### src/spm_pkg.sv
// constants, field layout and types shared by the shared pin multiplexer
package spm_pkg;

  // ********
  // pad counts
  // ********
  localparam int NUM_PADS = 32;
  localparam int MUX_PADS = 11;
  localparam int IRQ_LINES = 15;
  localparam int PAD_IRQ_LINES = 8;
  localparam int DED_PORTS = 2;

  // ********
  // register byte offsets
  // ********
  localparam logic [7:0] ADDR_FUNC = 8'h00;
  localparam logic [7:0] ADDR_DIR = 8'h04;
  localparam logic [7:0] ADDR_OUT = 8'h08;
  localparam logic [7:0] ADDR_IN = 8'h0C;
  localparam logic [7:0] ADDR_CFG = 8'h10;
  localparam logic [7:0] ADDR_STRAP = 8'h14;
  localparam logic [7:0] ADDR_STAT = 8'h18;
  localparam logic [7:0] ADDR_MASK = 8'h1C;
  localparam logic [7:0] ADDR_DED = 8'h20;

  // ********
  // reset values: every pad a non-driving gpio input
  // ********
  localparam logic [31:0] FUNC_RST = 32'h0000_0000;
  localparam logic [31:0] DIR_RST = 32'h0000_0000;
  localparam logic [31:0] OUT_RST = 32'h0000_0000;
  localparam logic [31:0] CFG_RST = 32'h0000_0000;
  localparam logic [31:0] MASK_RST = 32'h0000_0000;
  localparam logic [31:0] DED_RST = 32'h0000_0000;
  localparam logic [2:0] STRAP_RST = 3'h0;

  // ********
  // config register fields
  // ********
  localparam int CFG_ETH_LSB = 0;
  localparam int CFG_TMR0_OUT = 2;
  localparam int CFG_TMR1_OUT = 3;
  localparam int CFG_LANE_D = 4;
  localparam int CFG_LANE_A = 5;
  localparam int CFG_LANE_B = 6;
  localparam int CFG_LANE_C = 7;

  // dedicated port fields: pad index in low bits, enable on top bit
  localparam int DED_PAD_W = 5;
  localparam int DED_IN_LSB = 0;
  localparam int DED_OUT_LSB = 16;
  localparam int DED_STRIDE = 8;
  localparam int DED_EN_BIT = 7;

  // ********
  // line number (1..8) of the request carried by each muxed pad
  // ********
  localparam logic [3:0] PAD_IRQ_NUM [0:MUX_PADS-1] = '{
    4'h4, 4'h5, 4'h6, 4'h1, 4'h2, 4'h3, 4'h4, 4'h5, 4'h6, 4'h7, 4'h8
  };

  // ********
  // bus answers and types
  // ********
  localparam logic [1:0] RESP_OKAY = 2'h0;
  localparam logic [1:0] RESP_SLVERR = 2'h2;

  typedef enum logic [1:0] {
    FN_GPIO = 2'b00,
    FN_ALT = 2'b01,
    FN_IRQ = 2'b10,
    FN_ETH = 2'b11
  } spm_fn_e;

  typedef enum logic [1:0] {
    ETH_MII = 2'b00,
    ETH_RMII = 2'b01,
    ETH_SMII = 2'b10,
    ETH_OFF = 2'b11
  } spm_eth_e;

endpackage : spm_pkg

### src/spm_pin_mux.sv
// shared pad multiplexer: gpio, straps, interrupts, timers, tdm, ethernet
// What this block does
// RULE1: each muxed pad carries exactly one function, chosen per pad by register.
// RULE2: 32 gpio pads, with two dedicated inputs and two dedicated outputs.
// RULE3: identity straps captured when power-on reset rises, then held.
// RULE4: each counter pad is input to or output from its counter, by config.
// RULE5: fifteen active-low request lines are routed on to the interrupt controller.
// RULE6: port 3 transmit-data pad may output lane D instead of serial data.
// RULE7: receive-data pad may input lane A, receive sync pad lane B.
// RULE8: receive-clock pad may carry lane C instead of the receive clock.
// RULE9: transmit clock comes from the far device; frame syncs are two-way.
// RULE10: RMII uses data bits 0 and 1 only; MII uses bits 0 to 3.
// RULE11: transmit-error output is driven in MII mode only.
// RULE12: collision input is meaningful in MII mode only.
// RULE13: MII uses receive-valid; RMII uses combined carrier-or-valid instead.
// RULE14: management data line is two-way in MII, RMII and SMII.
// RULE15: pad unused in SMII is left open by the board and ignored.
// RULE16: after reset every pad is a non-driving gpio input.
//
// Local design decisions: the AXI4-Lite register port and the register addresses.
`timescale 1ns/1ps
`default_nettype none

module spm_pin_mux import spm_pkg::*; (
  // clock and reset
  input wire logic aclk,
  input wire logic aresetn,
  // axi4-lite write
  input wire logic [7:0] awaddr,
  input wire logic awvalid,
  output logic awready,
  input wire logic [31:0] wdata,
  input wire logic [3:0] wstrb,
  input wire logic wvalid,
  output logic wready,
  output logic [1:0] bresp,
  output logic bvalid,
  input wire logic bready,
  // axi4-lite read
  input wire logic [7:0] araddr,
  input wire logic arvalid,
  output logic arready,
  output logic [31:0] rdata,
  output logic [1:0] rresp,
  output logic rvalid,
  input wire logic rready,
  // pads
  input wire logic [NUM_PADS-1:0] pad_in,
  output logic [NUM_PADS-1:0] pad_out,
  output logic [NUM_PADS-1:0] pad_oe,
  input wire logic power_on_reset_n,
  input wire logic [IRQ_LINES-PAD_IRQ_LINES-1:0] ext_irq_n_hi,
  // interrupt controller and identity
  output logic [IRQ_LINES-1:0] irq_req_n,
  output logic irq_out,
  output logic [2:0] chip_id,
  // dedicated gpio ports
  input wire logic [DED_PORTS-1:0] ded_out_val,
  output logic [DED_PORTS-1:0] ded_in_val,
  // counters
  input wire logic [1:0] counter_pin_drive,
  output logic [1:0] counter_pin_sense,
  // tdm port 3
  input wire logic port3_tx_frame_sync_drive,
  input wire logic port3_tx_frame_sync_en,
  output logic port3_tx_frame_sync,
  output logic port3_tx_serial_clock,
  input wire logic port3_tx_serial_data,
  input wire logic port3_lane_d,
  input wire logic port3_rx_frame_sync_drive,
  input wire logic port3_rx_frame_sync_en,
  output logic port3_rx_frame_sync,
  output logic port3_rx_serial_clock,
  output logic port3_rx_serial_data,
  output logic port3_lane_a,
  output logic port3_lane_b,
  output logic port3_lane_c,
  // tdm port 2
  input wire logic port2_tx_frame_sync_drive,
  input wire logic port2_tx_frame_sync_en,
  output logic port2_tx_frame_sync,
  output logic port2_tx_serial_clock,
  // ethernet mac
  input wire logic [3:0] mac_tx_data,
  input wire logic mac_tx_error,
  output logic mac_rx_bit2,
  output logic mac_rx_bit3,
  output logic mac_collision,
  output logic mac_rx_valid,
  output logic mac_carrier_or_valid,
  input wire logic mac_mgmt_data_drive,
  input wire logic mac_mgmt_data_en,
  output logic mac_mgmt_data
);

  // ********
  // helpers
  // ********
  // pads past the muxed group are plain gpio
  function automatic spm_fn_e pad_fn(input logic [31:0] sel, input int p);
    if (p >= MUX_PADS) return FN_GPIO;
    return spm_fn_e'(sel[2*p +: 2]);
  endfunction : pad_fn

  function automatic logic [31:0] merge_be(input logic [31:0] old,
      input logic [31:0] d, input logic [3:0] be);
    logic [31:0] r;
    r = old;
    for (int b = 0; b < 4; b++) begin
      if (be[b]) r[8*b +: 8] = d[8*b +: 8];
    end
    return r;
  endfunction : merge_be

  function automatic logic addr_hit(input logic [7:0] a);
    return (a == ADDR_FUNC) || (a == ADDR_DIR) || (a == ADDR_OUT) ||
           (a == ADDR_IN) || (a == ADDR_CFG) || (a == ADDR_STRAP) ||
           (a == ADDR_STAT) || (a == ADDR_MASK) || (a == ADDR_DED);
  endfunction : addr_hit

  // ********
  // synchronised pins
  // ********
  logic [NUM_PADS-1:0] pad_s;
  logic por_s;
  logic [IRQ_LINES-PAD_IRQ_LINES-1:0] irq_hi_s;

  spm_sync #(.WIDTH(NUM_PADS), .RST_VAL('0)) u_pad_sync (
    .aclk(aclk), .aresetn(aresetn), .async_in(pad_in), .sync_out(pad_s)
  );
  // idles high so a reset with the pin already up makes no false capture
  spm_sync #(.WIDTH(1), .RST_VAL(1'b1)) u_por_sync (
    .aclk(aclk), .aresetn(aresetn), .async_in(power_on_reset_n), .sync_out(por_s)
  );
  spm_sync #(.WIDTH(IRQ_LINES-PAD_IRQ_LINES), .RST_VAL('1)) u_irq_sync (
    .aclk(aclk), .aresetn(aresetn), .async_in(ext_irq_n_hi), .sync_out(irq_hi_s)
  );

  // ********
  // register file
  // ********
  logic [31:0] func_sel, gpio_dir, gpio_out, cfg, irq_mask, ded_cfg;
  logic [IRQ_LINES-1:0] irq_stat;
  logic wr_take, rd_take;
  logic [31:0] wval, next_rdata;
  spm_fn_e fn [MUX_PADS];
  spm_eth_e eth_mode;
  logic mii, mii_rmii;

  assign wr_take = awready && awvalid && wvalid;
  assign rd_take = arready && arvalid;
  assign eth_mode = spm_eth_e'(cfg[CFG_ETH_LSB +: 2]);
  assign mii = (eth_mode == ETH_MII);
  assign mii_rmii = mii || (eth_mode == ETH_RMII); // see RULE10

  // per-pad function decode, one selection per pad
  genvar g;
  generate
    for (g = 0; g < MUX_PADS; g++) begin : g_fn
      assign fn[g] = pad_fn(func_sel, g); // see RULE1
    end
  endgenerate

  // control registers; all start as gpio inputs with nothing driven
  always_ff @(posedge aclk) begin
    if (!aresetn) begin
      func_sel <= FUNC_RST; // see RULE16
      gpio_dir <= DIR_RST; // see RULE16
      gpio_out <= OUT_RST;
      cfg <= CFG_RST;
      irq_mask <= MASK_RST;
      ded_cfg <= DED_RST;
    end else if (wr_take) begin
      case (awaddr)
        ADDR_FUNC: func_sel <= {10'h000, wval[2*MUX_PADS-1:0]};
        ADDR_DIR: gpio_dir <= wval;
        ADDR_OUT: gpio_out <= wval;
        ADDR_CFG: cfg <= {24'h00_0000, wval[7:0]};
        ADDR_MASK: irq_mask <= {17'h0_0000, wval[IRQ_LINES-1:0]};
        ADDR_DED: ded_cfg <= wval & 32'h9F9F_9F9F;
        default: ;
      endcase
    end
  end

  // merged write value of the addressed register
  always_comb begin
    case (awaddr)
      ADDR_FUNC: wval = merge_be(func_sel, wdata, wstrb);
      ADDR_DIR: wval = merge_be(gpio_dir, wdata, wstrb);
      ADDR_OUT: wval = merge_be(gpio_out, wdata, wstrb);
      ADDR_CFG: wval = merge_be(cfg, wdata, wstrb);
      ADDR_MASK: wval = merge_be(irq_mask, wdata, wstrb);
      ADDR_DED: wval = merge_be(ded_cfg, wdata, wstrb);
      ADDR_STAT: wval = wdata & {{8{wstrb[3]}}, {8{wstrb[2]}}, {8{wstrb[1]}}, {8{wstrb[0]}}};
      default: wval = 32'h0000_0000;
    endcase
  end

  // read mux; reserved bits read zero
  always_comb begin
    case (araddr)
      ADDR_FUNC: next_rdata = func_sel;
      ADDR_DIR: next_rdata = gpio_dir;
      ADDR_OUT: next_rdata = gpio_out;
      ADDR_IN: next_rdata = pad_s;
      ADDR_CFG: next_rdata = cfg;
      ADDR_STRAP: next_rdata = {29'h0000_0000, chip_id};
      ADDR_STAT: next_rdata = {17'h0_0000, irq_stat};
      ADDR_MASK: next_rdata = irq_mask;
      ADDR_DED: next_rdata = ded_cfg;
      default: next_rdata = 32'h0000_0000;
    endcase
  end

  // ********
  // axi4-lite handshakes
  // ********
  // address and data are taken together, one write outstanding
  always_ff @(posedge aclk) begin
    if (!aresetn) begin
      awready <= 1'b0;
      wready <= 1'b0;
      bvalid <= 1'b0;
      bresp <= RESP_OKAY;
    end else begin
      awready <= awvalid && wvalid && !awready && !bvalid;
      wready <= awvalid && wvalid && !awready && !bvalid;
      if (wr_take) begin
        bvalid <= 1'b1;
        bresp <= addr_hit(awaddr) ? RESP_OKAY : RESP_SLVERR;
      end else if (bready) begin
        bvalid <= 1'b0;
      end
    end
  end

  // reads answer one edge after the address is taken
  always_ff @(posedge aclk) begin
    if (!aresetn) begin
      arready <= 1'b0;
      rvalid <= 1'b0;
      rdata <= 32'h0000_0000;
      rresp <= RESP_OKAY;
    end else begin
      arready <= arvalid && !arready && !rvalid;
      if (rd_take) begin
        rvalid <= 1'b1;
        rdata <= next_rdata;
        rresp <= addr_hit(araddr) ? RESP_OKAY : RESP_SLVERR;
      end else if (rready) begin
        rvalid <= 1'b0;
      end
    end
  end

  // ********
  // identity straps
  // ********
  logic por_prev;

  // sampled on the release edge only, so later pad traffic cannot disturb it
  always_ff @(posedge aclk) begin
    if (!aresetn) begin
      por_prev <= 1'b1;
      chip_id <= STRAP_RST;
    end else begin
      por_prev <= por_s;
      if (por_s && !por_prev) chip_id <= pad_s[2:0]; // see RULE3
    end
  end

  // ********
  // pad drive
  // ********
  logic [NUM_PADS-1:0] next_pad_out, next_pad_oe;

  always_comb begin
    next_pad_out = gpio_out;
    next_pad_oe = gpio_dir;
    for (int i = 0; i < MUX_PADS; i++) begin
      if (fn[i] != FN_GPIO) begin
        next_pad_out[i] = 1'b0;
        next_pad_oe[i] = 1'b0;
      end
    end
    // dedicated outputs only claim pads left in gpio function
    for (int k = 0; k < DED_PORTS; k++) begin
      if (ded_cfg[DED_OUT_LSB + DED_STRIDE*k + DED_EN_BIT] &&
          pad_fn(func_sel, int'(ded_cfg[DED_OUT_LSB + DED_STRIDE*k +: DED_PAD_W])) == FN_GPIO) begin
        next_pad_out[ded_cfg[DED_OUT_LSB + DED_STRIDE*k +: DED_PAD_W]] = ded_out_val[k]; // see RULE2
        next_pad_oe[ded_cfg[DED_OUT_LSB + DED_STRIDE*k +: DED_PAD_W]] = 1'b1;
      end
    end
    // counter pads drive only when set as outputs
    if (fn[1] == FN_ALT) begin
      next_pad_out[1] = counter_pin_drive[0];
      next_pad_oe[1] = cfg[CFG_TMR0_OUT]; // see RULE4
    end
    if (fn[2] == FN_ALT) begin
      next_pad_out[2] = counter_pin_drive[1];
      next_pad_oe[2] = cfg[CFG_TMR1_OUT]; // see RULE4
    end
    // frame syncs follow the port's own enable
    if (fn[3] == FN_ALT) begin
      next_pad_out[3] = port3_tx_frame_sync_drive;
      next_pad_oe[3] = port3_tx_frame_sync_en; // see RULE9
    end
    if (fn[5] == FN_ALT) begin
      next_pad_out[5] = cfg[CFG_LANE_D] ? port3_lane_d : port3_tx_serial_data; // see RULE6
      next_pad_oe[5] = 1'b1;
    end
    if (fn[6] == FN_ALT && !cfg[CFG_LANE_B]) begin
      next_pad_out[6] = port3_rx_frame_sync_drive;
      next_pad_oe[6] = port3_rx_frame_sync_en; // see RULE9
    end
    if (fn[9] == FN_ALT) begin
      next_pad_out[9] = port2_tx_frame_sync_drive;
      next_pad_oe[9] = port2_tx_frame_sync_en; // see RULE9
    end
    // ethernet transmit side; wide bits and error only in mii
    if (fn[0] == FN_ETH && mii_rmii) begin
      next_pad_out[0] = mac_tx_data[0]; // see RULE10
      next_pad_oe[0] = 1'b1;
    end
    if (fn[1] == FN_ETH && mii_rmii) begin
      next_pad_out[1] = mac_tx_data[1]; // see RULE10
      next_pad_oe[1] = 1'b1;
    end
    if (fn[3] == FN_ETH && mii) begin
      next_pad_out[3] = mac_tx_data[2]; // see RULE10
      next_pad_oe[3] = 1'b1;
    end
    if (fn[4] == FN_ETH && mii) begin
      next_pad_out[4] = mac_tx_error; // see RULE11
      next_pad_oe[4] = 1'b1;
    end
    if (fn[7] == FN_ETH && mii) begin
      next_pad_out[7] = mac_tx_data[3]; // see RULE10
      next_pad_oe[7] = 1'b1;
    end
    if (fn[9] == FN_ETH && eth_mode != ETH_OFF) begin
      next_pad_out[9] = mac_mgmt_data_drive; // see RULE14
      next_pad_oe[9] = mac_mgmt_data_en;
    end
  end

  // pad outputs registered so nothing glitches onto the board
  always_ff @(posedge aclk) begin
    if (!aresetn) begin
      pad_out <= '0;
      pad_oe <= '0; // see RULE16
    end else begin
      pad_out <= next_pad_out;
      pad_oe <= next_pad_oe;
    end
  end

  // ********
  // inputs to the peripherals
  // ********
  // unselected inputs read as idle so peripherals see no stray edges
  always_ff @(posedge aclk) begin
    if (!aresetn) begin
      counter_pin_sense <= 2'h0;
      port3_tx_frame_sync <= 1'b0;
      port3_tx_serial_clock <= 1'b0;
      port3_rx_frame_sync <= 1'b0;
      port3_rx_serial_clock <= 1'b0;
      port3_rx_serial_data <= 1'b0;
      port3_lane_a <= 1'b0;
      port3_lane_b <= 1'b0;
      port3_lane_c <= 1'b0;
      port2_tx_frame_sync <= 1'b0;
      port2_tx_serial_clock <= 1'b0;
      ded_in_val <= '0;
    end else begin
      counter_pin_sense[0] <= (fn[1] == FN_ALT) && !cfg[CFG_TMR0_OUT] && pad_s[1]; // see RULE4
      counter_pin_sense[1] <= (fn[2] == FN_ALT) && !cfg[CFG_TMR1_OUT] && pad_s[2]; // see RULE4
      port3_tx_frame_sync <= (fn[3] == FN_ALT) && pad_s[3];
      port3_tx_serial_clock <= (fn[4] == FN_ALT) && pad_s[4]; // see RULE9
      port3_rx_frame_sync <= (fn[6] == FN_ALT) && !cfg[CFG_LANE_B] && pad_s[6];
      port3_lane_b <= (fn[6] == FN_ALT) && cfg[CFG_LANE_B] && pad_s[6]; // see RULE7
      port3_rx_serial_clock <= (fn[7] == FN_ALT) && !cfg[CFG_LANE_C] && pad_s[7];
      port3_lane_c <= (fn[7] == FN_ALT) && cfg[CFG_LANE_C] && pad_s[7]; // see RULE8
      port3_rx_serial_data <= (fn[8] == FN_ALT) && !cfg[CFG_LANE_A] && pad_s[8];
      port3_lane_a <= (fn[8] == FN_ALT) && cfg[CFG_LANE_A] && pad_s[8]; // see RULE7
      port2_tx_frame_sync <= (fn[9] == FN_ALT) && pad_s[9];
      port2_tx_serial_clock <= (fn[10] == FN_ALT) && pad_s[10]; // see RULE9
      for (int k = 0; k < DED_PORTS; k++) begin
        ded_in_val[k] <= ded_cfg[DED_IN_LSB + DED_STRIDE*k + DED_EN_BIT] &&
                         pad_s[ded_cfg[DED_IN_LSB + DED_STRIDE*k +: DED_PAD_W]]; // see RULE2
      end
    end
  end

  // ethernet receive side gated by mode; smii leaves pad 10 ignored
  always_ff @(posedge aclk) begin
    if (!aresetn) begin
      mac_rx_bit3 <= 1'b0;
      mac_rx_bit2 <= 1'b0;
      mac_collision <= 1'b0;
      mac_rx_valid <= 1'b0;
      mac_carrier_or_valid <= 1'b0;
      mac_mgmt_data <= 1'b0;
    end else begin
      mac_rx_bit3 <= (fn[5] == FN_ETH) && mii && pad_s[5]; // see RULE10
      mac_rx_bit2 <= (fn[6] == FN_ETH) && mii && pad_s[6]; // see RULE10
      mac_collision <= (fn[8] == FN_ETH) && mii && pad_s[8]; // see RULE12
      mac_rx_valid <= (fn[10] == FN_ETH) && mii && pad_s[10]; // see RULE13
      mac_carrier_or_valid <= (fn[10] == FN_ETH) && (eth_mode == ETH_RMII) &&
                              pad_s[10]; // see RULE13 RULE15
      mac_mgmt_data <= (fn[9] == FN_ETH) && (eth_mode != ETH_OFF) && pad_s[9]; // see RULE14
    end
  end

  // ********
  // interrupt requests
  // ********
  logic [IRQ_LINES-1:0] next_irq_n, irq_prev_n, irq_fall, irq_clr;

  // a line shared by two pads is low if either selected pad is low
  always_comb begin
    next_irq_n = {irq_hi_s, {PAD_IRQ_LINES{1'b1}}};
    for (int i = 0; i < MUX_PADS; i++) begin
      if (fn[i] == FN_IRQ) next_irq_n[PAD_IRQ_NUM[i] - 4'h1] &= pad_s[i]; // see RULE5
    end
  end

  assign irq_fall = irq_prev_n & ~irq_req_n;
  assign irq_clr = (wr_take && awaddr == ADDR_STAT) ? wval[IRQ_LINES-1:0] : '0;

  // sticky on the falling edge; a new edge beats a clearing write
  always_ff @(posedge aclk) begin
    if (!aresetn) begin
      irq_req_n <= '1;
      irq_prev_n <= '1;
      irq_stat <= '0;
      irq_out <= 1'b0;
    end else begin
      irq_req_n <= next_irq_n; // see RULE5
      irq_prev_n <= irq_req_n;
      irq_stat <= (irq_stat & ~irq_clr) | irq_fall;
      irq_out <= |(irq_stat & irq_mask[IRQ_LINES-1:0]);
    end
  end

endmodule : spm_pin_mux
`default_nettype wire

### src/spm_sync.sv
// two flip-flop synchroniser for levels entering from pins
`timescale 1ns/1ps
`default_nettype none

module spm_sync #(
  parameter int WIDTH = 1,
  parameter logic [WIDTH-1:0] RST_VAL = '0
) (
  // clock and reset
  input wire logic aclk,
  input wire logic aresetn,
  // asynchronous level in, synchronised level out
  input wire logic [WIDTH-1:0] async_in,
  output logic [WIDTH-1:0] sync_out
);

  logic [WIDTH-1:0] stage1;

  // first stage feeds only the second, never any logic
  always_ff @(posedge aclk) begin
    if (!aresetn) begin
      stage1 <= RST_VAL;
      sync_out <= RST_VAL;
    end else begin
      stage1 <= async_in;
      sync_out <= stage1;
    end
  end

endmodule : spm_sync
`default_nettype wire

### config.mk
export PLATFORM = sky130hd
export DESIGN_NAME = spm_pin_mux
export DESIGN_NICKNAME = d
export VERILOG_FILES = /design/src/spm_pkg.sv /design/src/spm_pin_mux.sv /design/src/spm_sync.sv
export SDC_FILE = /design/constraint.sdc
export NUM_CORES = 1
export LEC_CHECK = 0
export ABC_AREA = 0
export BUFFER_PORTS_ARGS = -buffer_cell sky130_fd_sc_hd__buf_2
export CAP_MARGIN = 10
export CORE_MARGIN = 2
export CORE_UTILIZATION = 60
export CTS_BUF_LIST = sky130_fd_sc_hd__clkbuf_4 sky130_fd_sc_hd__clkbuf_8
export DETAILED_ROUTE_END_ITERATION = 12
export PLACE_DENSITY_LB_ADDON = 0.08
export SYNTH_ARGS = -nofsm -noshare
export SYNTH_HDL_FRONTEND = slang
export SYNTH_SLANG_ARGS = --single-unit
### constraint.sdc
create_clock -name aclk -period 6.2 [get_ports aclk]
set_input_delay 1.55 -clock aclk [delete_from_list [all_inputs] [get_ports aclk]]
set_output_delay 1.55 -clock aclk [all_outputs]
set_load 0.1 [all_outputs]
Word level (Yosys, flattened, before mapping)

Cells that the tools add are included.

RAM bits: 0
Latch bits: 0
Output and inout port bits: 144
ROM bits: 0
Bits in registers: 387
Memories: 0

Reductions and logical operators: 110
Div/mod/pow operators: 0
Magnitude comparators: 8
Shift operators: 2
Mux-type cells: 103
Add/subtract/negate cells: 0
Equal/unequal tests: 49
Bitwise gates (word level): 12
Multipliers: 0

Operators by type and width:

| cell                                                                  | number |
|---|---|
| 32-bit case mux with 9 select lines                                   | 1 |
| 32-bit case mux with 7 select lines                                   | 1 |
| 8-bit 2-to-1 mux                                                      | 21 |
| 32-bit 2-to-1 mux                                                     | 4 |
| 32-bit bitwise mux                                                    | 2 |
| 8-bit by 5-bit equality test with 1-bit output, second input constant | 8 |
| 32-bit OR                                                             | 2 |
| 32-bit by 7-bit indexed part select with 2-bit output                 | 2 |
| 1-bit 2-to-1 mux                                                      | 63 |
| 1-bit logical AND                                                     | 53 |
| 15-bit bitwise AND                                                    | 3 |
| 2-bit equality test, second input constant                            | 21 |
| 32-bit bitwise AND                                                    | 1 |
| 8-bit by 4-bit equality test with 1-bit output, second input constant | 4 |
| 15-bit inverter                                                       | 2 |
| 2-bit nonzero test                                                    | 13 |
| 5-bit by 6-bit < comparator with 1-bit output, second input constant  | 4 |
| 2-bit by 1-bit equality test with 1-bit output, second input constant | 11 |
| 2-bit AND reduction                                                   | 11 |
| 1-bit logical OR                                                      | 17 |
| 8-bit by 3-bit equality test with 1-bit output, second input constant | 2 |
| 8-bit by 6-bit equality test with 1-bit output, second input constant | 2 |
| 8-bit zero test                                                       | 2 |
| 15-bit 2-to-1 mux                                                     | 1 |
| other kinds (11)                                                      | 33 |

Depth between registers and ports, before layout

Depth in word-level cells: 10
Depth in mapped cells: 10
Gate-level depth less buffers: 7

By module

Synthesis repeated with hierarchy kept, for this count alone.

Cell total of the unflattened synthesis: 2030
Area total of the unflattened synthesis: 17359.1 um^2

By module, submodules not included:

| module                | seq. area each (um^2) | instances | area each (um^2) | cells each |
|---|---|---|---|---|
| spm_pin_mux           | 6105.9                | 1         | 15123.3          | 1863 |
| spm_sync (u_pad_sync) | 1281.2                | 1         | 1791.7           | 134 |
| spm_sync (u_irq_sync) | 280.3                 | 1         | 391.6            | 29 |
| spm_sync (u_por_sync) | 40.0                  | 1         | 52.6             | 4 |

Worst setup path before layout

No wires, ideal clock.

Path type: input to register
Start point: in awaddr[4]
End point: reg ded_cfg[17]
Required time: 6.072 ns
Buffers on the path: 5
Arrival: 3.117 ns
Cell stages on the path: 10
Path slack: 2.956 ns
Setup time: 0.128 ns
Cell sequence: buf_4 -> nor4b_1 -> and3_1 -> buf_2 -> buf_2 -> nand2_1 -> buf_2 -> buf_1 -> a21oi_1 -> nor2_1

Cells in the longest elaborated chain, start to end: 2
Elaborated cells between the ends (all ways): 9
Classes of those cells: eq/ne: 6; mux: 1; reduce/logical: 2

Ends and longest elaborated chain:

| what                                                                              | line               | source |
|---|---|---|
| start, declared                                                                   | spm_pin_mux.sv:29  | `input wire logic [7:0] awaddr,` |
| 8-bit by 5-bit equality test with 1-bit output (tied with other cells)            | spm_pin_mux.sv:188 | `case (awaddr)` |
| 32-bit case mux with 7 select lines / 2-bit AND reduction (equally long branches) | n/a                |  |
| end signal, assigned                                                              | spm_pin_mux.sv:180 | `ADDR_DED: ded_cfg <= wval & 32'h9F9F_9F9F;` |
| end, declared                                                                     | spm_pin_mux.sv:142 | `logic [31:0] func_sel, gpio_dir, gpio_out, cfg, irq_mask, ded_cfg;` |

Parallel ways exist; a longest one is shown, timed or not.
A chain may end at the register's enable or synchronous reset.

Final worst setup path

Start point: in awaddr[3]
End point: reg cfg[6]

Cells in the longest elaborated chain, start to end: 2
Elaborated cells between the ends (all ways): 9
Classes of those cells: eq/ne: 6; mux: 1; reduce/logical: 2

Ends and longest elaborated chain:

| what                                                                              | line               | source |
|---|---|---|
| 8-bit by 5-bit equality test with 1-bit output (tied with other cells)            | spm_pin_mux.sv:188 |  |
| 32-bit case mux with 7 select lines / 2-bit AND reduction (equally long branches) | n/a                |  |
| end signal, assigned                                                              | spm_pin_mux.sv:178 | `ADDR_CFG: cfg <= {24'h00_0000, wval[7:0]};` |
| end, declared                                                                     | spm_pin_mux.sv:142 |  |

Parallel ways exist; a longest one is shown, timed or not.

==> metrics.csv <==
stage,metric,value,unit
run_status,status,"complete, no violations",
worst_setup_path,worst path bufs/invs,2,
timing,Worst-Margin Slew,1.33,ns
detailed_routing,Routed WL,69600,um
placed_design,RD Place Congestion,1.05,
worst_setup_path,"CP delay by family, top",compound AO/OA/AOI/OAI gates,
final_layout,cell area after layout,20100,um2
floorplanning,Total Die Area,30600,um2
detailed_routing,DR WL/cell,25.8,um
synthesis,synth unique cells,84,
clock_network,post-CTS setup buffer count,0,
power_and_ir_drop,combinational power share,5.4,%
grt,total routing usage reported by global routing,44.2,%
detailed_routing,drt first pass iters,9,
timing,final hold viol count,0,
worst_setup_path,CP Launch Type,input port,
detailed_routing,post-detailed-route count of antenna-violating nets,0,
final_layout,proportion of layout cells with a drive suffix above 1,20.4,%
timing,"Slew Viols, Final",0,
clock_network,TritonCTS buffer count,58,
worst_setup_path,Crit path arrival time,4.53,ns
power_and_ir_drop,Switching Fraction,23.8,%
power_and_ir_drop,P_leak,7.54,nW
worst_setup_path,largest fanout on the critical path,17,
worst_setup_path,Worst Path Required,6.71,ns
worst_setup_path,CP cell instances,buf_2 -> nor2b_1 -> buf_4 -> nand2_1 -> o21ai_0 -> a31oi_1 -> o21ai_0 -> nor2_1 -> nor3_1,
clock_network,root buffer cell,clkbuf_8,
grt,GRT overflow,0,
timing,TNS Setup,0,ns
worst_setup_path,Critical path origin,awaddr[3],
grt,largest net degree at the start of global routing,105,
detailed_routing,drt initial violations,3108,
timing,Final period util,64.9,%
synthesis,Yosys reg bits,385,
grt,initial antenna violation count,2,
timing,setup ws final,2.17,ns
clock_network,CTS tree,built,
placed_design,post-DP HPWL,50600,um
floorplanning,Initial Util,60.9,%
synthesis,ys flop type,dfxtp_1,
clock_network,Clock Sinks,385,
timing,Final Setup Violations,0,
power_and_ir_drop,Pint,3.96,mW
final_layout,"commonest non-fill, non-tap cell in the layout",dfxtp_1,
grt,vias in the first global route,16799,
timing,max frequency,0.248,GHz
final_layout,Synth-to-Final Area Change,14.7,%
floorplanning,die height,175,um
worst_setup_path,CP endpoint kind,flop,
synthesis,"Seq/Total Area, Yosys",43.9,%
clock_network,# resized after CTS,0,
job,Max Cap Viol,0,
placed_design,Port Buf Inserts,259,
synthesis,Post-synth EDFFs,0,
synthesis,Synth Cell Area,17500,um2
floorplanning,I/O pins,262,
worst_hold_path,hold_sp,u_irq_sync.stage1[1],
timing,Tmin final,4.03,ns
worst_setup_path,Critical Setup Path Class,in2reg,
power_and_ir_drop,PD cells,258,nW/um2
timing,Setup Skew,0.0312,ns
worst_setup_path,reg2reg start,ded_cfg[25],
clock_network,clk_lat worst skew,0.61,ns
placed_design,dpl ws,1.81,ns
detailed_routing,DR DRC count,0,
final_layout,Layout Utilization,69.9,%
placed_design,placed inst area,18800,um2
clock_network,CTS Hold Buffers Added,0,
final_layout,"commonest cells after routing, fill and taps aside","dfxtp_1 (385), nand2_1 (305), buf_2 (258)",
timing,RSZ-0062 raised after global routing,false,
floorplanning,Die Width,175,um
clock_network,Worst-path clk slew,0.06,ns
power_and_ir_drop,Flop pwr share,48.7,%
floorplanning,row count,62,
grt,global-route wire length before repair,103000,um
worst_setup_path,CP max stage delay,1.04,ns
detailed_routing,DR vias/cell,6.61,
detailed_routing,vias,17783,
worst_hold_path,Hold Crit Class,reg2reg,
timing,Slew headroom,10.6,%
floorplanning,core box area,28800,um2
worst_setup_path,Worst path most repeated cell,o21ai_0,
final_layout,NumNets Final,2378,
power_and_ir_drop,peak supply drop,309,uV
clock_network,Max clock buf depth,3,
power_and_ir_drop,Clock power frac,45.9,%
timing,WHS,0.406,ns
worst_setup_path,CP max-delay cell,o21ai_0,
synthesis,syn_area_per_cell,8.42,um2
synthesis,Post-Synthesis Cells,2084,
synthesis,Synth Warn #,0,
power_and_ir_drop,Psw,1.23,mW
clock_network,H-tree depth,2,
synthesis,Synth async-reset ratio,0,%
==> cell usage after synthesis (5+ instances only) <==
cell type	count	area [um2]
o21ai_0	86	430
a31oi_1	17	106
and3_1	8	50.1
inv_1	21	78.8
nor3_1	58	290
nor2b_1	21	131
nand2_1	305	1140
clkbuf_1	95	357
a221oi_1	11	96.3
or3_1	7	43.8
nor2_1	213	800
mux2_2	20	225
and2_1	79	494
o2bb2ai_1	9	78.8
a22oi_1	40	300
buf_4	10	75.1
mux4_2	22	495
a22o_1	21	184
nor3b_1	9	67.6
a211oi_1	18	135
nand2b_1	73	457
a21oi_2	8	70.1
a22oi_2	5	62.6
nand3_1	51	255
a21o_1	7	52.6
and4_1	5	43.8
buf_2	42	210
dfxtp_1	385	7710
o31ai_1	5	37.5
nand3b_1	6	45.0
a222oi_1	22	220
o21a_1	24	180
a21oi_1	197	986
o211ai_1	7	52.6
a221o_1	7	70.1
o21ai_1	6	30.0
buf_1	12	45.0
mux2i_1	56	561
nand4_1	6	37.5
==> per-stage QoR <==
stage	total power [mW]	cells
floorplan	2.74	2085
global placement	2.84	2583
detailed placement	2.85	2584
CTS	5.17	2690
global route	5.31	2690
finish	5.19	2691
==> final cells by class <==
cell class,instances,area [um2]
flip-flops and latches,385,7710
clock inverters,12,146
multi-input cells,1514,9020
well taps,384,480
repair buffers,280,1460
inverters,21,83.8
clock buffers,94,1220
fillers,2216,8660
diodes,1,2.50
==> cell families (layout without fill, tap and decap cells) <==
group / Yosys count / count (layout) / synth area share [%]
xor+xnor: 1 / 1 / 0.0499
compound gates: 538 / 538 / 20.2
mux: 98 / 98 / 7.31
buf+inv: 186 / 407 / 4.68
other cells: 1 / 3 / 0.0214
simple gates: 875 / 875 / 23.8
flops: 385 / 385 / 43.9
==> per-layer routing <==
metal	GRT usage (%)	share of wire (%)	vias to the layer above
li1	-	-	7704
met1	58.6	38	8305
met2	66.4	42	1477
met3	12.7	14	293
met4	21.5	5.7	4
met5	0	0.047	-
==> worst paths after layout <==
path,endpoint,slack [ns],cells after the start
worst max register to register,pad_oe[16],3.03,7
worst min-delay path,u_irq_sync.sync_out[1],0.41,1
worst max-delay path,cfg[6],2.17,9
worst min register to register,u_irq_sync.sync_out[1],0.41,1
==> power groups by stage <==
| stage | combinational, mW | sequential (mW) | clock, mW |
|---|---|---|---|
| finish | 0.280 | 2.53 | 2.38 |
| global route | 0.292 | 2.53 | 2.49 |
| CTS | 0.272 | 2.53 | 2.37 |
| detailed placement | 0.269 | 2.58 | 0 |
| global placement | 0.266 | 2.58 | 0 |
| floorplan | 0.157 | 2.59 | 0 |
==> state kept, by name (all words and copies together) (netlist names), 3 cells and up <==
name                 flops
u_irq_sync.stage1        7
irq_req_n               15
irq_stat                15
ded_cfg                 24
rdata                   32
func_sel                22
irq_prev_n              15
cfg                      8
gpio_out                32
irq_mask                15
u_irq_sync.sync_out      7
u_pad_sync.sync_out     32
pad_out                 32
u_pad_sync.stage1       32
pad_oe                  32
gpio_dir                32
chip_id                  3
No activity file was read; power rests on OpenSTA's default activity.
